### config.mk
export PLATFORM = sky130hd
export DESIGN_NAME = pse_channel_mode_control
export DESIGN_NICKNAME = d
export VERILOG_FILES = /design/src/hw/pse_mode_pkg.sv /design/src/hw/level_sync.sv /design/src/hw/off_entry_watch.sv /design/src/hw/pse_channel_mode_control.sv
export SDC_FILE = /design/constraint.sdc
export NUM_CORES = 1
export LEC_CHECK = 0
export ABC_AREA = 1
export BUFFER_PORTS_ARGS = -buffer_cell sky130_fd_sc_hd__clkbuf_2
export CAP_MARGIN = 15
export CORE_ASPECT_RATIO = 0.75
export CORE_MARGIN = 2
export CORE_UTILIZATION = 61
export DETAILED_ROUTE_END_ITERATION = 10
export GPL_TIMING_DRIVEN = 0
export HOLD_SLACK_MARGIN = 0.02
export PLACE_DENSITY = 0.9
export SKIP_LAST_GASP = 1
export SLEW_MARGIN = 20
export SYNTH_ARGS = -nofsm -noshare
export SYNTH_HDL_FRONTEND = slang
export SYNTH_SLANG_ARGS = --single-unit
### constraint.sdc
create_clock -name sys_clk -period 4 [get_ports sys_clk]
set_clock_uncertainty 0.15 [all_clocks]
set_input_delay 0.4 -clock sys_clk [delete_from_list [all_inputs] [get_ports sys_clk]]
set_output_delay 0.4 -clock sys_clk [all_outputs]
set_load 0.01 [all_outputs]
### src/hw/pse_mode_pkg.sv
// constants and types shared by the channel mode control block
// Summary of operation
// one-byte read-only address status register at command code 0x11
// status bits 6..3 mirror the four address strap pins, highest first
// status bit 2 is the fixed half select: 0 channels 1-4, 1 channels 5-8
// configuration B forces the half select bit to read 0
// answer at 01 + straps + half bit, and at broadcast 1111111
// read/write mode register at command code 0x12, reset to zero
// two mode bits per channel, channel 4 on top; 00 off 01 manual 10 semi 11 auto
// both channels of a port share a mode, else turn-on commands ignored
// off channel stays unpowered with no detection or classification
// off entry clears channel events, faults and four-pair cut flags
// off entry sets channel two-pair policing byte to all ones
// off entry sets the port four-pair policing byte to all ones
// off entry clears channel voltage, current, resistance and autoclass readings
// off entry clears requested, detected, assigned and previous class fields
// off entry clears power status, enables, check bits and foldback settings
// all off-mode clearing completes within 5 ms of the mode change
// off-mode clearing touches only the channel or port entering off; port clear here fires when either channel of the port enters off
// power good or enable falling through off entry posts change events
// leaving semiauto for manual or off aborts a running cooldown
// reserved status bits read zero; writes to the status register ignored
// power enable status is cleared whenever the channel turns off
package pse_mode_pkg;

   localparam int          CHANNELS          = 4;
   localparam int          PORTS             = 2;
   localparam logic [7:0]  CMD_ADDR_STATUS   = 8'h11;
   localparam logic [7:0]  CMD_CHANNEL_MODE  = 8'h12;
   localparam logic [7:0]  MODE_RESET        = 8'h00;
   localparam logic [7:0]  POLICING_CLEARED  = 8'hff;
   localparam logic [1:0]  MODE_OFF          = 2'h0;
   localparam logic [1:0]  MODE_MANUAL       = 2'h1;
   localparam logic [1:0]  MODE_SEMIAUTO     = 2'h2;
   localparam logic [1:0]  MODE_AUTO         = 2'h3;
   localparam logic [1:0]  ADDR_PREFIX       = 2'h1;
   localparam logic [6:0]  BROADCAST_ADDR    = 7'h7f;
   localparam int          STATUS_STRAP_LSB  = 3;
   localparam int          STATUS_HALF_BIT   = 2;
   localparam logic [3:0]  BITS_PER_BYTE     = 4'h8;
   localparam int          SYS_CLK_HZ        = 25000000;
   localparam int          OFF_CLEAR_MAX_MS  = 5;
   localparam int          OFF_CLEAR_MAX_CYCLES = OFF_CLEAR_MAX_MS * (SYS_CLK_HZ / 1000);

   typedef enum logic [8:0] {
      ST_IDLE      = 9'h001,
      ST_ADDR      = 9'h002,
      ST_ADDR_ACK  = 9'h004,
      ST_CMD       = 9'h008,
      ST_CMD_ACK   = 9'h010,
      ST_WDATA     = 9'h020,
      ST_WDATA_ACK = 9'h040,
      ST_RDATA     = 9'h080,
      ST_RDATA_ACK = 9'h100
   } serial_state_type;

   // pick one channel's mode pair out of the mode byte
   function automatic logic [1:0] field_of(input logic [7:0] modes, input int ch);
      field_of = modes[2*ch +: 2];
   endfunction : field_of

endpackage : pse_mode_pkg

### src/hw/level_sync.sv
// two-flop synchroniser for pin levels
`timescale 1ns/10ps
module level_sync
   import pse_mode_pkg::*;
#(
   parameter int WIDTH = 6
)
(
   input  wire logic             sys_clk,
   input  wire logic             rst_n,
   input  wire logic [WIDTH-1:0] pin_level,
   output logic      [WIDTH-1:0] sync_level
);

   logic [WIDTH-1:0] meta_r;

   // first stage feeds only the second stage
   always_ff @(posedge sys_clk or negedge rst_n)
   begin
      if (!rst_n)
      begin
         meta_r     <= '0;
         sync_level <= '0;
      end
      else
      begin
         meta_r     <= pin_level;
         sync_level <= meta_r;
      end
   end

endmodule : level_sync

### src/hw/off_entry_watch.sv
// per-channel watch for mode changes into off and out of semiauto
`timescale 1ns/10ps
module off_entry_watch
   import pse_mode_pkg::*;
(
   input  wire logic       sys_clk,
   input  wire logic       rst_n,
   input  wire logic [1:0] mode_field,
   input  wire logic       power_good,
   input  wire logic       power_enabled,
   output logic            off_clear,
   output logic            pg_event,
   output logic            pe_event,
   output logic            cooldown_abort
);

   logic [1:0] prev_mode_r;
   logic       entry;
   logic       leave_semi;

   assign entry      = (prev_mode_r != MODE_OFF) && (mode_field == MODE_OFF);
   assign leave_semi = (prev_mode_r == MODE_SEMIAUTO) &&
                       ((mode_field == MODE_MANUAL) || (mode_field == MODE_OFF));

   // previous mode, reset matches the off reset value
   always_ff @(posedge sys_clk or negedge rst_n)
   begin
      if (!rst_n)
         prev_mode_r <= MODE_OFF;
      else
         prev_mode_r <= mode_field;
   end

   // one-cycle strobes toward the channel state holders
   always_ff @(posedge sys_clk or negedge rst_n)
   begin
      if (!rst_n)
      begin
         off_clear      <= 1'b0;
         pg_event       <= 1'b0;
         pe_event       <= 1'b0;
         cooldown_abort <= 1'b0;
      end
      else
      begin
         off_clear      <= entry;
         pg_event       <= entry & power_good;
         pe_event       <= entry & power_enabled;
         cooldown_abort <= leave_semi;
      end
   end
endmodule : off_entry_watch

### src/hw/pse_channel_mode_control.sv
// serial management slave with address status and channel mode registers
`timescale 1ns/10ps
module pse_channel_mode_control
   import pse_mode_pkg::*;
#(
   parameter int OFF_CLEAR_LIMIT = OFF_CLEAR_MAX_CYCLES
)
(
   input  wire logic       sys_clk,
   input  wire logic       rst_n,
   input  wire logic       scl_in,
   input  wire logic       sda_in,
   output logic            sda_out,
   output logic            sda_oe,
   input  wire logic       address_strap_pin_3,
   input  wire logic       address_strap_pin_2,
   input  wire logic       address_strap_pin_1,
   input  wire logic       address_strap_pin_0,
   input  wire logic       half_select_address_bit,
   input  wire logic       config_b_select,
   input  wire logic [3:0] detect_request,
   input  wire logic [3:0] classify_request,
   input  wire logic [3:0] power_on_command,
   input  wire logic [3:0] power_good_status,
   input  wire logic [3:0] power_enabled_status,
   output logic      [7:0] channel_mode_select,
   output logic      [3:0] detect_grant,
   output logic      [3:0] classify_grant,
   output logic      [3:0] power_on_grant,
   output logic      [1:0] turn_on_blocked,
   output logic      [3:0] channel_off_clear,
   output logic      [1:0] port_off_clear,
   output logic      [3:0] power_good_change_event,
   output logic      [3:0] power_enable_change_event,
   output logic      [3:0] cooldown_abort
);

   logic [5:0]       pins_s;
   logic             scl_s;
   logic             sda_s;
   logic [3:0]       strap_address_bits;
   logic             scl_d_r;
   logic             sda_d_r;
   logic             scl_rise;
   logic             scl_fall;
   logic             start_seen;
   logic             stop_seen;
   logic             byte_done;
   serial_state_type state_r;
   serial_state_type state_nxt;
   logic [3:0]       bit_cnt_r;
   logic [7:0]       shift_r;
   logic [7:0]       tx_r;
   logic [7:0]       cmd_r;
   logic             rw_r;
   logic             mack_r;
   logic             sda_oe_r;
   logic [6:0]       own_addr;
   logic             addr_hit;
   logic             half_bit;
   logic [7:0]       status_byte;
   logic [7:0]       read_byte;
   logic             mode_wr;
   logic [7:0]       mode_r;
   logic [3:0]       chan_off;
   logic [3:0]       off_going;
   logic [1:0]       mismatch;

   // scl, sda and the straps come from pins
   level_sync #(
      .WIDTH (6)
   ) u_pin_sync (
      .sys_clk    (sys_clk),
      .rst_n      (rst_n),
      .pin_level  ({scl_in, sda_in, address_strap_pin_3, address_strap_pin_2,
                    address_strap_pin_1, address_strap_pin_0}),
      .sync_level (pins_s)
   );

   assign scl_s              = pins_s[5];
   assign sda_s              = pins_s[4];
   assign strap_address_bits = pins_s[3:0];

   // fixed half select, forced low in configuration B
   assign half_bit = config_b_select ? 1'b0 : half_select_address_bit;

   // status byte assembly, reserved bits stay zero
   always_comb
   begin
      status_byte = 8'h00;
      status_byte[STATUS_STRAP_LSB +: 4] = strap_address_bits;
      status_byte[STATUS_HALF_BIT] = half_bit;
   end

   // own address and broadcast match
   assign own_addr = {ADDR_PREFIX, strap_address_bits, half_bit};
   assign addr_hit = (shift_r[7:1] == own_addr) || (shift_r[7:1] == BROADCAST_ADDR);

   // delayed copies for edge and condition detection
   always_ff @(posedge sys_clk or negedge rst_n)
   begin
      if (!rst_n)
      begin
         scl_d_r <= 1'b0;
         sda_d_r <= 1'b0;
      end
      else
      begin
         scl_d_r <= scl_s;
         sda_d_r <= sda_s;
      end
   end

   assign scl_rise   = scl_s & ~scl_d_r;
   assign scl_fall   = ~scl_s & scl_d_r;
   assign start_seen = scl_s & scl_d_r & sda_d_r & ~sda_s;
   assign stop_seen  = scl_s & scl_d_r & ~sda_d_r & sda_s;
   assign byte_done  = scl_fall && (bit_cnt_r == BITS_PER_BYTE);

   // protocol next state
   always_comb
   begin
      state_nxt = state_r;
      if (start_seen)
         state_nxt = ST_ADDR;
      else if (stop_seen)
         state_nxt = ST_IDLE;
      else
      begin
         case (state_r)
            ST_IDLE:
               state_nxt = ST_IDLE;
            ST_ADDR:
               if (byte_done)
                  state_nxt = addr_hit ? ST_ADDR_ACK : ST_IDLE;
            ST_ADDR_ACK:
               if (scl_fall)
                  state_nxt = rw_r ? ST_RDATA : ST_CMD;
            ST_CMD:
               if (byte_done)
                  state_nxt = ST_CMD_ACK;
            ST_CMD_ACK:
               if (scl_fall)
                  state_nxt = ST_WDATA;
            ST_WDATA:
               if (byte_done)
                  state_nxt = ST_WDATA_ACK;
            ST_WDATA_ACK:
               if (scl_fall)
                  state_nxt = ST_WDATA;
            ST_RDATA:
               if (byte_done)
                  state_nxt = ST_RDATA_ACK;
            ST_RDATA_ACK:
               if (scl_fall)
                  state_nxt = mack_r ? ST_IDLE : ST_RDATA;
            default:
               state_nxt = ST_IDLE;
         endcase
      end
   end

   // protocol state
   always_ff @(posedge sys_clk or negedge rst_n)
   begin
      if (!rst_n)
         state_r <= ST_IDLE;
      else
         state_r <= state_nxt;
   end

   // bit counter, cleared at conditions and at each ninth clock
   always_ff @(posedge sys_clk or negedge rst_n)
   begin
      if (!rst_n)
         bit_cnt_r <= 4'h0;
      else if (start_seen || stop_seen)
         bit_cnt_r <= 4'h0;
      else if (byte_done || (scl_fall && (state_r == ST_ADDR_ACK || state_r == ST_CMD_ACK ||
               state_r == ST_WDATA_ACK || state_r == ST_RDATA_ACK)))
         bit_cnt_r <= 4'h0;
      else if (scl_rise && state_r != ST_IDLE)
         bit_cnt_r <= bit_cnt_r + 4'h1;
   end

   // receive shifter and host acknowledge sample
   always_ff @(posedge sys_clk or negedge rst_n)
   begin
      if (!rst_n)
      begin
         shift_r <= 8'h00;
         mack_r  <= 1'b1;
      end
      else if (scl_rise)
      begin
         shift_r <= {shift_r[6:0], sda_s};
         if (state_r == ST_RDATA_ACK)
            mack_r <= sda_s;
      end
   end

   // direction bit and command code capture
   always_ff @(posedge sys_clk or negedge rst_n)
   begin
      if (!rst_n)
      begin
         rw_r  <= 1'b0;
         cmd_r <= 8'h00;
      end
      else if (byte_done && state_r == ST_ADDR)
         rw_r <= shift_r[0];
      else if (byte_done && state_r == ST_CMD)
         cmd_r <= shift_r;
   end

   // read data select, unknown codes read zero
   always_comb
   begin
      case (cmd_r)
         CMD_ADDR_STATUS:  read_byte = status_byte;
         CMD_CHANNEL_MODE: read_byte = mode_r;
         default:          read_byte = 8'h00;
      endcase
   end

   // open-drain data drive: acknowledges and read bits
   always_ff @(posedge sys_clk or negedge rst_n)
   begin
      if (!rst_n)
      begin
         sda_oe_r <= 1'b0;
         tx_r     <= 8'h00;
      end
      else if (start_seen || stop_seen)
         sda_oe_r <= 1'b0;
      else if (byte_done && state_r == ST_ADDR)
         sda_oe_r <= addr_hit;
      else if (byte_done && (state_r == ST_CMD || state_r == ST_WDATA))
         sda_oe_r <= 1'b1;
      else if (scl_fall && (state_r == ST_ADDR_ACK || state_r == ST_RDATA_ACK))
      begin
         if ((state_r == ST_ADDR_ACK && rw_r) || (state_r == ST_RDATA_ACK && !mack_r))
         begin
            tx_r     <= read_byte;
            sda_oe_r <= ~read_byte[7];
         end
         else
            sda_oe_r <= 1'b0;
      end
      else if (scl_fall && (state_r == ST_CMD_ACK || state_r == ST_WDATA_ACK))
         sda_oe_r <= 1'b0;
      else if (scl_fall && state_r == ST_RDATA)
      begin
         if (bit_cnt_r == BITS_PER_BYTE)
            sda_oe_r <= 1'b0;
         else
         begin
            sda_oe_r <= ~tx_r[6];
            tx_r     <= {tx_r[6:0], 1'b0};
         end
      end
   end

   assign sda_out = 1'b0;
   assign sda_oe  = sda_oe_r;

   // only the mode code takes data; status writes fall through
   assign mode_wr = byte_done && (state_r == ST_WDATA) && (cmd_r == CMD_CHANNEL_MODE);

   // channel mode register
   always_ff @(posedge sys_clk or negedge rst_n)
   begin
      if (!rst_n)
         mode_r <= MODE_RESET;
      else if (mode_wr)
         mode_r <= shift_r;
   end

   assign channel_mode_select = mode_r;

   // per-channel off decode and off entry watchers
   genvar ch;
   generate
      for (ch = 0; ch < CHANNELS; ch++)
      begin : g_chan
         assign chan_off[ch] = (field_of(mode_r, ch) == MODE_OFF);
         // write data that would take this channel from running to off
         assign off_going[ch] = (field_of(mode_r, ch) != MODE_OFF) &&
                                (field_of(shift_r, ch) == MODE_OFF);
         off_entry_watch u_watch (
            .sys_clk        (sys_clk),
            .rst_n          (rst_n),
            .mode_field     (field_of(mode_r, ch)),
            .power_good     (power_good_status[ch]),
            .power_enabled  (power_enabled_status[ch]),
            .off_clear      (channel_off_clear[ch]),
            .pg_event       (power_good_change_event[ch]),
            .pe_event       (power_enable_change_event[ch]),
            .cooldown_abort (cooldown_abort[ch])
         );
      end
   endgenerate

   // ports pair channels 1-2 and 3-4
   assign mismatch[0] = field_of(mode_r, 0) != field_of(mode_r, 1);
   assign mismatch[1] = field_of(mode_r, 2) != field_of(mode_r, 3);

   // grants toward the channel engines
   always_ff @(posedge sys_clk or negedge rst_n)
   begin
      if (!rst_n)
      begin
         detect_grant    <= 4'h0;
         classify_grant  <= 4'h0;
         power_on_grant  <= 4'h0;
         turn_on_blocked <= 2'h0;
      end
      else
      begin
         detect_grant    <= detect_request & ~chan_off;
         classify_grant  <= classify_request & ~chan_off;
         power_on_grant  <= power_on_command & ~chan_off &
                            ~{mismatch[1], mismatch[1], mismatch[0], mismatch[0]};
         turn_on_blocked <= mismatch;
      end
   end

   // port-level clear for the four-pair policing byte
   always_ff @(posedge sys_clk or negedge rst_n)
   begin
      if (!rst_n)
         port_off_clear <= 2'h0;
      else
      begin
         port_off_clear[0] <= channel_off_clear[0] | channel_off_clear[1];
         port_off_clear[1] <= channel_off_clear[2] | channel_off_clear[3];
      end
   end

   // helper: cycles from an off write to its clear strobe
   logic [31:0] clear_wait_r;
   logic        clear_pending_r;
   always_ff @(posedge sys_clk or negedge rst_n)
   begin
      if (!rst_n)
      begin
         clear_pending_r <= 1'b0;
         clear_wait_r    <= 32'h0;
      end
      else if (|channel_off_clear)
      begin
         clear_pending_r <= 1'b0;
         clear_wait_r    <= 32'h0;
      end
      else if (mode_wr && (|off_going))
         clear_pending_r <= 1'b1;
      else if (clear_pending_r)
         clear_wait_r <= clear_wait_r + 32'h1;
   end
endmodule : pse_channel_mode_control

==> flow_summary.toml, run 1 <==
[outcome]
status = "finished clean"

[global_routing]
first_global_vias = 3415
grt_start_max_net_pins = 66
grt_usage = 0.2441
antenna_found_initial = 0
overflow = 0
grt_pass1_wl_microns = 15730

[worst_hold_path]
min_path_cells = 3
holdCritPathClass = "in2reg"
min_from = "power_enabled_status[2]"
holdPathEnd = "g_chan[2].u_watch.pe_event$_DFF_PN0_"

[cells_and_area]
n_antenna_cell = 0
final_layout_size_suffix_gt1_frac = 0.2646
syn2layout_area_growth_pct = 17.11
final_common_cell = "nand2_1"
nets = 628
final_cell_mix = "nand2_1 (117), dfrtp_1 (99), clkbuf_2 (69)"

[clocking]
cts_buffers = 9
ctsHtreeMaxLevel = 3
clkTransAtPathRegs_ns = 0.10
clkSinkCount = 101
clock_latency_ns = 0.36
root_buffer = "clkbuf_8"
clock_path_buffers = 2
tritoncts = "built"

[routing]
wire_per_inst_microns = 13.28
drc = 0
wirelength_microns = 9323
top_layer = "met4"
wl_met2_microns = 4417
viasPerCell = 5.088
first_pass_iters = 5
num_vias = 3572
wl_met1_microns = 4353
wl_met3_microns = 426
ant_nets = 0
drt-initial-drc-count = 223

[pwr]
power.share.clock = 0.351
seq_power_share = 0.580
finalPower_mw = 1.849
power_leakage_nw = 2.839
net-switching-power_mw = 0.4484
pwr-share-comb = 0.069
peakVddDrop_v = 0.0003053
powerDensity_mw_per_mm2 = 344.4
switching_share = 0.2425
intPower_mw = 1.401

[placed_design]
portBuffers = 70
globalplace.congestion = 0.8893
dpl.hpwl_microns = 6948

[timing]
setup_violations = 0
fin_crit_sh = 0.4937
setup_tns_ns = 0
rsz0062_at_grt = "no"
hold_violations = 0
fmax_mhz = 506.4
slew_viol_final = 0
worst_slew_pin_slew_ns = 0.5370
min_period_ns = 1.975
relSlewSlack = 0.6396

[floorplanning]
fp.coreArea_sq_mm = 0.007297
dieArea_sq_mm = 0.008232
io_pins = 72
die_y_microns = 79.08
chipWidth_microns = 104.1
initial_core_util = 0.6283
rows = 27

[worst_setup_path]
r2r_start = "bit_cnt_r[0]$_DFFE_PN0P_"
rr_worst_depth = 10
r2r-end = "channel_mode_select[7]$_DFFE_PN0P_"
crit_path_start_kind = "register"
critPathKind = "reg2reg"
worstPathRequired_ns = 4.10
ff2ff_setup_slack_ns = 2.03
critPathCaptureType = "register"
cp.arrival_ns = 2.08
crit_path_max_fanout = 10

[synth]
synth_nets = 539
yosysSeqAreaShare = 0.5519
synth_seq_cells = 101
synth_top_area_share = 0.5404
yosysTopAreaCell = "dfrtp_1"
syn-cell-area_sq_mm = 0.004584
yosys_warnings = 0
synthCells = 507
yosys-top-cells-area = "dfrtp_1 (54%), nand2_1 (9.6%), inv_1 (5.2%)"
syn_avg_cell_area_sq_um = 9.042
synth.distinct_cells = 37

[run]
max-cap-violations = 0
-- power by group through the flow --
stage               sequential (mW)  clock [mW]  combinational [mW]
floorplan                      1.09           0              0.0645
global route                   1.08       0.697               0.145
CTS                            1.07       0.663               0.127
detailed placement             1.09           0               0.121
global placement               1.09           0               0.111
finish                         1.07       0.649               0.127
-- sequential cells by signal (all words and copies together), names as in the netlist --
register and cells:
sda_d_r 1, scl_d_r 1, g_chan.u_watch.pg_event 4, g_chan.u_watch.prev_mode_r 8, shift_r 8, bit_cnt_r 4, sda_oe 1, tx_r 7
classify_grant 4, g_chan.u_watch.pe_event 4, rw_r 1, power_on_grant 4, detect_grant 4, state_r 9, channel_mode_select 8, mack_r 1
g_chan.u_watch.cooldown_abort 4, cmd_r 8, turn_on_blocked 2, g_chan.u_watch.off_clear 4, port_off_clear 2, u_pin_sync.meta_r 6, u_pin_sync.sync_level 6
-- area by class of cell --
type                    count  area [sq um]
clock inverters             5         60.06
flip-flops and latches    101          2530
multi-input cells         314          1632
well taps                 101         126.4
repair buffers             78         456.7
plain buffers              20         147.6
inverters                  72         275.3
clock buffers              11         141.4
fillers                   527          1928
-- Yosys cell counts (all sizes together) --
master / number
o21ai: 46
nand2: 132
nor3b: 6
xnor2: 2
buf: 19
or2: 5
inv: 70
clkinv: 2
o41ai: 1
xor2: 2
nand4: 10
clkbuf: 1
conb: 1
dfrtp: 99
mux2: 1
nor2: 66
ha: 2
a21oi: 1
dfstp: 2
o211ai: 1
nor3: 4
nand3b: 1
nand3: 33
-- cell families after synthesis --
| family | after synthesis | synth area share |
|---|---|---|
| and+or+nand+nor | 257 | 0.2781 |
| DFF | 101 | 0.5519 |
| muxes | 1 | 0.002456 |
| buffers and inverters | 92 | 0.09225 |
| xor gates and xnor gates | 4 | 0.007643 |
| adders and majority gates | 2 | 0.005458 |
| AOI/OAI and AO/OA | 49 | 0.06141 |
| other | 1 | 0.0008180 |
-- routing by layer --
layer / vias to the layer above / track usage
met5: - / 0
met4: 0 / 0.07703
met3: 13 / 0.05501
met2: 106 / 0.3961
met1: 1705 / 0.3333
li1: 1748 / -
-- what timing repair did --
item,in CTS,in global routing
buffers inserted,0,0
setup endpoints to repair,0,0
hold buffers,7,0
resized for setup,0,0
endpoints found under the hold margin,42,0
-- worst max-delay path by stage --
stage                     cells after the start                            endpoint  slack [ns]                      from
after global placement                        1              state_r[1]$_DFFE_PN0P_        1.21                     rst_n
after CTS                                    10  channel_mode_select[7]$_DFFE_PN0P_        2.05  bit_cnt_r[0]$_DFFE_PN0P_
after detailed placement                     10  channel_mode_select[7]$_DFFE_PN0P_        2.07  bit_cnt_r[0]$_DFFE_PN0P_
after global routing                         12              state_r[3]$_DFFE_PN0P_        1.82  bit_cnt_r[0]$_DFFE_PN0P_
final                                        10  channel_mode_select[7]$_DFFE_PN0P_        2.03  bit_cnt_r[0]$_DFFE_PN0P_
after floorplan                              10  channel_mode_select[6]$_DFFE_PN0P_        2.35  bit_cnt_r[0]$_DFFE_PN0P_
-- worst max-delay path: stages, from the launching register on --
cell	delay (ns)
dfrtp_1	0.44
inv_1	0.08
ha_1	0.14
nand2_1	0.05
nor2_1	0.21
nand2_1	0.14
inv_2	0.14
nand3_2	0.18
buf_6	0.21
nand2_1	0.08
o21ai_2	0.05
-- metrics by stage --
step / area (sq um) / worst slack, ns / hold WS, ns / std cells / utilization
2_1_floorplan: 4584 / 2.355 / -0.04559 / 507 / -
3_3_place_gp: 5061 / 1.208 / 0.1818 / 678 / 0.6936
3_5_place_dp: 5097 / 2.072 / 0.1827 / 679 / 0.6986
4_1_cts: 5369 / 2.046 / 0.05030 / 702 / 0.7358
5_1_grt: 5369 / 1.824 / 0.06221 / 702 / 0.7358
6_report: 5369 / 2.025 / 0.06070 / 702 / 0.7358
Power figures use the tool's default switching activity.
==> run 2, diff against run 1 <==
--- a/config.mk
+++ b/config.mk
@@ -10,11 +10,11 @@
 export CAP_MARGIN = 15
 export CORE_ASPECT_RATIO = 0.75
 export CORE_MARGIN = 2
-export CORE_UTILIZATION = 61
+export CORE_UTILIZATION = 51
 export DETAILED_ROUTE_END_ITERATION = 10
 export GPL_TIMING_DRIVEN = 0
 export HOLD_SLACK_MARGIN = 0.02
-export PLACE_DENSITY = 0.9
+export PLACE_DENSITY = 0.81
 export SKIP_LAST_GASP = 1
 export SLEW_MARGIN = 20
 export SYNTH_ARGS = -nofsm -noshare
==> constraint.sdc (replaced) <==
create_clock -name sys_clk -period 1.7 [get_ports sys_clk]
set_clock_uncertainty 0.15 [all_clocks]
set_input_delay 0.17 -clock sys_clk [delete_from_list [all_inputs] [get_ports sys_clk]]
set_output_delay 0.17 -clock sys_clk [all_outputs]
set_load 0.01 [all_outputs]
==> flow_summary.toml, run 2 (synthesis gave the netlist of run 1 again) <==
[timing]
rsz0062_at_grt = "yes"
slew_viol_final = 0
min_period_ns = 1.843
fin_ws_ns = -0.1428
setup_tns_ns = -1.683
fmax_mhz = 542.7
hold_violations = 0
fin_crit_sh = 1.084
setup_violations = 27

[global_routing]
grt_pass1_wl_microns = 17410
antenna_found_initial = 0
grt_usage = 0.2300
overflow = 0
grt_start_max_net_pins = 76
first_global_vias = 3674

[worst_setup_path]
cp.arrival_ns = 1.93
crit_path_max_fanout = 7
worstPathRequired_ns = 1.78
critPathCaptureType = "register"
crit_path_start_kind = "register"
critPathKind = "reg2reg"

[clocking]
root_buffer = "clkbuf_16"
clkTransAtPathRegs_ns = 0.07
clock_path_buffers = 2
clock_latency_ns = 0.35
cts_buffers = 9
clkSinkCount = 101
ctsHtreeMaxLevel = 3
tritoncts = "built"

[placed_design]
dp_slack_ns = -0.2451
dp.cells = 686
dpl.hpwl_microns = 7149
globalplace.congestion = 0.9531
portBuffers = 70

[pwr]
intPower_mw = 3.775
peakVddDrop_v = 0.0005916
power_leakage_nw = 3.193
powerDensity_mw_per_mm2 = 809.6
switching_share = 0.2421
seq_power_share = 0.507
net-switching-power_mw = 1.206
power.share.clock = 0.415
pwr-share-comb = 0.078

[outcome]
violations = "negative setup slack"
status = "complete, but fails checks"

[cells_and_area]
nets = 678
final_cell_mix = "nand2_1 (104), dfrtp_1 (97), clkbuf_2 (69)"
regMostFlops = "state_r"
final_layout_size_suffix_gt1_frac = 0.3456
fin_util = 0.7154
instances_no_fill = 759
final_common_cell = "nand2_1"
largest_register_ffs = 9
syn2layout_area_growth_pct = 34.20
n_antenna_cell = 0

[routing]
ant_nets = 0
drc = 0
wirelength_microns = 11470
num_vias = 3948
wire_per_inst_microns = 15.11
viasPerCell = 5.202
drt-initial-drc-count = 267
first_pass_iters = 5

[floorplanning]
die_y_microns = 86.11
chipWidth_microns = 113.5
io_pins = 72
dieArea_sq_mm = 0.009771
rows = 29
initial_core_util = 0.5331
fp.coreArea_sq_mm = 0.008600

[run]
max-cap-violations = 0

[worst_hold_path]
holdCritPathClass = "in2async"
[run 2: cell types whose count changed in the layout (fill, tap and decap cells not counted), sizes merged]
cell         change
inv              +2
clkinv           -3
nand2            +2
dlygate4sd3     +20
clkbuf           -1
buf             +28
clkinvlp         +2
[run 2: metrics by stage]
stage / total power, mW / hold WS [ns] / cell area [sq um]
6_report: 4.981 / 0.1189 / 6152
3_5_place_dp: 2.860 / -0.08270 / 5106
4_1_cts: 4.967 / 0.1193 / 5924
3_3_place_gp: 2.829 / 0.1276 / 5070
5_1_grt: 5.158 / 0.1461 / 6152
2_1_floorplan: 2.707 / -0.2756 / 4584
[run 2: layout make-up]
type	instances	area (sq um)
Buffer	20	157.7
Clock buffer	10	229.0
Inverter	72	292.8
Fill cell	563	2447
Clock inverter	6	70.07
Tap cell	108	135.1
Timing Repair Buffer	126	910.9
Sequential cell	101	2532
Multi-Input combinational cell	316	1824
[run 2: layer usage]
metal / part of all wire / vias up / GRT usage
li1: - / 1855 / -
met3: 0.057 / 30 / 0.04806
met1: 0.43 / 1886 / 0.3043
met5: 0 / - / 0
met4: 0.023 / 0 / 0.08426
met2: 0.49 / 177 / 0.3794
[run 2: final timing paths]
path                                                 from                            endpoint  slack, ns  depth (start not counted)
setup reg to reg                   state_r[3]$_DFFE_PN0P_                 tx_r[0]$_DFFE_PN0P_      -0.14                         10
hold reg to reg            u_pin_sync.meta_r[1]$_DFF_PN0_  u_pin_sync.sync_level[1]$_DFF_PN0_       0.20                          0
hold / removal                                      rst_n  channel_mode_select[6]$_DFFE_PN0P_       0.12                          2
min in group sys_clk       u_pin_sync.meta_r[1]$_DFF_PN0_  u_pin_sync.sync_level[1]$_DFF_PN0_       0.20                          0
setup / recovery                   state_r[3]$_DFFE_PN0P_                 tx_r[0]$_DFFE_PN0P_      -0.14                         10
max in group asynchronous                           rst_n              state_r[6]$_DFFE_PN0P_       0.63                          3
[run 2: critical path: stages (launching register included)]
cell     delay, ns
dfrtp_1       0.42
nor2_4        0.22
nand3_4       0.16
nor2_4        0.18
nand2_2       0.09
inv_4         0.06
nand2_4       0.06
nand2_8       0.10
nand3_4       0.13
nand2_1       0.10
nand2_1       0.05
[run 2: power by group through the flow]
stage          combinational (mW)  sequential, mW  clock [mW]
6_report                    0.389            2.52        2.07
5_1_grt                     0.434            2.53        2.20
4_1_cts                     0.366            2.52        2.08
3_5_place_dp                0.291            2.57           0
3_3_place_gp                0.264            2.57           0
2_1_floorplan               0.152            2.56           0
[run 2: repair_timing]
item / 4_1_cts / 5_1_grt
hold buffers: 27 / 0
pin swaps: 27 / 17
setup endpoints to repair: 37 / 42
gates resized for setup: 28 / 40
setup buffers: 17 / 10
hold endpoints to repair: 127 / 0
cloned: 1 / 2
==> run 3, diff against run 2 <==
--- a/config.mk
+++ b/config.mk
@@ -6,10 +6,9 @@
 export NUM_CORES = 1
 export LEC_CHECK = 0
 export ABC_AREA = 1
-export BUFFER_PORTS_ARGS = -buffer_cell sky130_fd_sc_hd__clkbuf_2
+export BUFFER_PORTS_ARGS = -buffer_cell sky130_fd_sc_hd__buf_2
 export CAP_MARGIN = 15
 export CORE_ASPECT_RATIO = 0.75
-export CORE_MARGIN = 2
 export CORE_UTILIZATION = 51
 export DETAILED_ROUTE_END_ITERATION = 10
 export GPL_TIMING_DRIVEN = 0
==> flow_summary.toml, run 3 (synthesis gave the netlist of run 1 again) <==
[clocking]
root_buffer = "clkbuf_16"
clock_path_buffers = 2
ctsHtreeMaxLevel = 3
cts_buffers = 9
tritoncts = "built"
clock_latency_ns = 0.35
clkTransAtPathRegs_ns = 0.07
clkSinkCount = 101

[global_routing]
grt_usage = 0.2508
grt_start_max_net_pins = 77
grt_pass1_wl_microns = 18180
antenna_found_initial = 0
overflow = 0
first_global_vias = 3704

[routing]
first_pass_iters = 8
drt-initial-drc-count = 387
ant_nets = 0
num_vias = 3915
drc = 12
viasPerCell = 5.172
wire_per_inst_microns = 14.80
wirelength_microns = 11210

[cells_and_area]
fin_util = 0.7086
final_cell_mix = "nand2_1 (99), dfrtp_1 (96), buf_2 (69)"
n_antenna_cell = 0
final_common_cell = "nand2_1"
largest_register_ffs = 9
syn2layout_area_growth_pct = 32.91
regMostFlops = "state_r"
final_layout_size_suffix_gt1_frac = 0.3374
fin_area_sq_mm = 0.006093
nets = 676

[worst_setup_path]
r2r_start = "state_r[2]$_DFFE_PN0P_"
cp.arrival_ns = 1.96
r2r-end = "tx_r[6]$_DFFE_PN0P_"
critPathKind = "reg2reg"
cp-endpoint = "tx_r[6]$_DFFE_PN0P_"
crit_path_max_fanout = 7
startpoint = "state_r[2]$_DFFE_PN0P_"
rr_worst_depth = 10
ff2ff_setup_slack_ns = -0.18
worstPathRequired_ns = 1.78
crit_path_start_kind = "register"
critPathCaptureType = "register"

[pwr]
power_leakage_nw = 3.213
peakVddDrop_v = 0.0008133
powerDensity_mw_per_mm2 = 805.8

[floorplanning]
fp.coreArea_sq_mm = 0.008600
dieArea_sq_mm = 0.009376
die_y_microns = 84.11
rows = 29
chipWidth_microns = 111.5
initial_core_util = 0.5331
io_pins = 72

[timing]
min_period_ns = 1.878
rsz0062_at_grt = "yes"
setup_violations = 25
hold_violations = 0
fin_ws_ns = -0.1783
slew_viol_final = 0
fin_crit_sh = 1.105
fmax_mhz = 532.4

[placed_design]
dp_slack_ns = -0.2607
portBuffers = 70
globalplace.congestion = 0.8924
dpl.hpwl_microns = 6973
placement.cell_area_sq_mm = 0.005104

[worst_hold_path]
holdCritPathClass = "in2async"

[outcome]
violations = "design-rule violations, negative setup slack"
status = "complete, but fails checks"

[run]
max-cap-violations = 0
-- run 3: cell count changes in the layout (fill, tap and decap cells not counted), moves of 4 or more --
| cell | before | now |
|---|---|---|
| nor2_1 | 43 | 48 |
| nand2_2 | 18 | 24 |
| buf_2 | 0 | 69 |
| clkbuf_2 | 69 | 0 |
| nand2_1 | 104 | 99 |
| nor2_2 | 9 | 5 |
-- run 3: worst min-delay path by stage --
stage | to | slack, ns | cells after the start
6_report | channel_mode_select[6]$_DFFE_PN0P_ | 0.1 | 2
5_1_grt | u_pin_sync.meta_r[2]$_DFF_PN0_ | 0.11 | 2
4_1_cts | sda_d_r$_DFF_PN0_ | 0.1 | 2
3_5_place_dp | channel_mode_select[6]$_DFFE_PN0P_ | -0.10 | 1
3_3_place_gp | u_pin_sync.meta_r[1]$_DFF_PN0_ | 0.13 | 1
2_1_floorplan | bit_cnt_r[0]$_DFFE_PN0P_ | -0.28 | 0
-- run 3: critical path, stage by stage, from the launching register on --
cell	delay, ns
dfrtp_2	0.44
nor2_4	0.22
nand3_4	0.16
nor2_4	0.14
nand2_1	0.09
clkinv_1	0.07
nand2_2	0.09
nand2_8	0.09
nand3_4	0.11
nand2_2	0.12
nand2_2	0.07
-- run 3: per-stage QoR --
step | hold slack, ns | cells | power (mW) | setup TNS [ns]
after floorplan | -0.2756 | 507 | 2.707 | 0
after global placement | 0.1275 | 685 | 2.831 | -69.02
after detailed placement | -0.1047 | 686 | 2.855 | -5.957
after CTS | 0.09915 | 747 | 4.905 | -0.5508
after global routing | 0.1146 | 757 | 5.089 | -4.919
final | 0.09552 | 757 | 4.910 | -1.866
-- run 3: what timing repair did --
action | CTS | global route
endpoints found under the hold margin | 127 | 0
pin swaps | 10 | 17
hold buffers | 27 | 0
cloned | 2 | 1
setup buffers | 16 | 9
resized for setup | 32 | 33
endpoints found under the setup margin | 38 | 39
-- run 3: per-layer routing --
metal,global-route usage,share of wire,up-vias
met1,0.3359,0.43,1860
met2,0.4040,0.47,173
met5,0,0,-
met4,0.07985,0.022,0
li1,-,-,1853
met3,0.06391,0.076,29
-- run 3: layout make-up --
cell class	instances	area, sq um
flip-flops and latches	101	2534
fillers	581	2506
multi-input cells	316	1795
repair buffers	124	884.6
inverters	72	292.8
clock buffers	14	274.0
plain buffers	20	161.4
well taps	108	135.1
clock inverters	2	16.27
-- run 3: power by group --
group / switching (mW) / leakage (nW) / total [mW] / internal [mW]
logic: 0.230 / 1.72 / 0.388 / 0.157
registers: 0.0537 / 1.35 / 2.52 / 2.47
clock network: 0.881 / 0.139 / 2.00 / 1.12
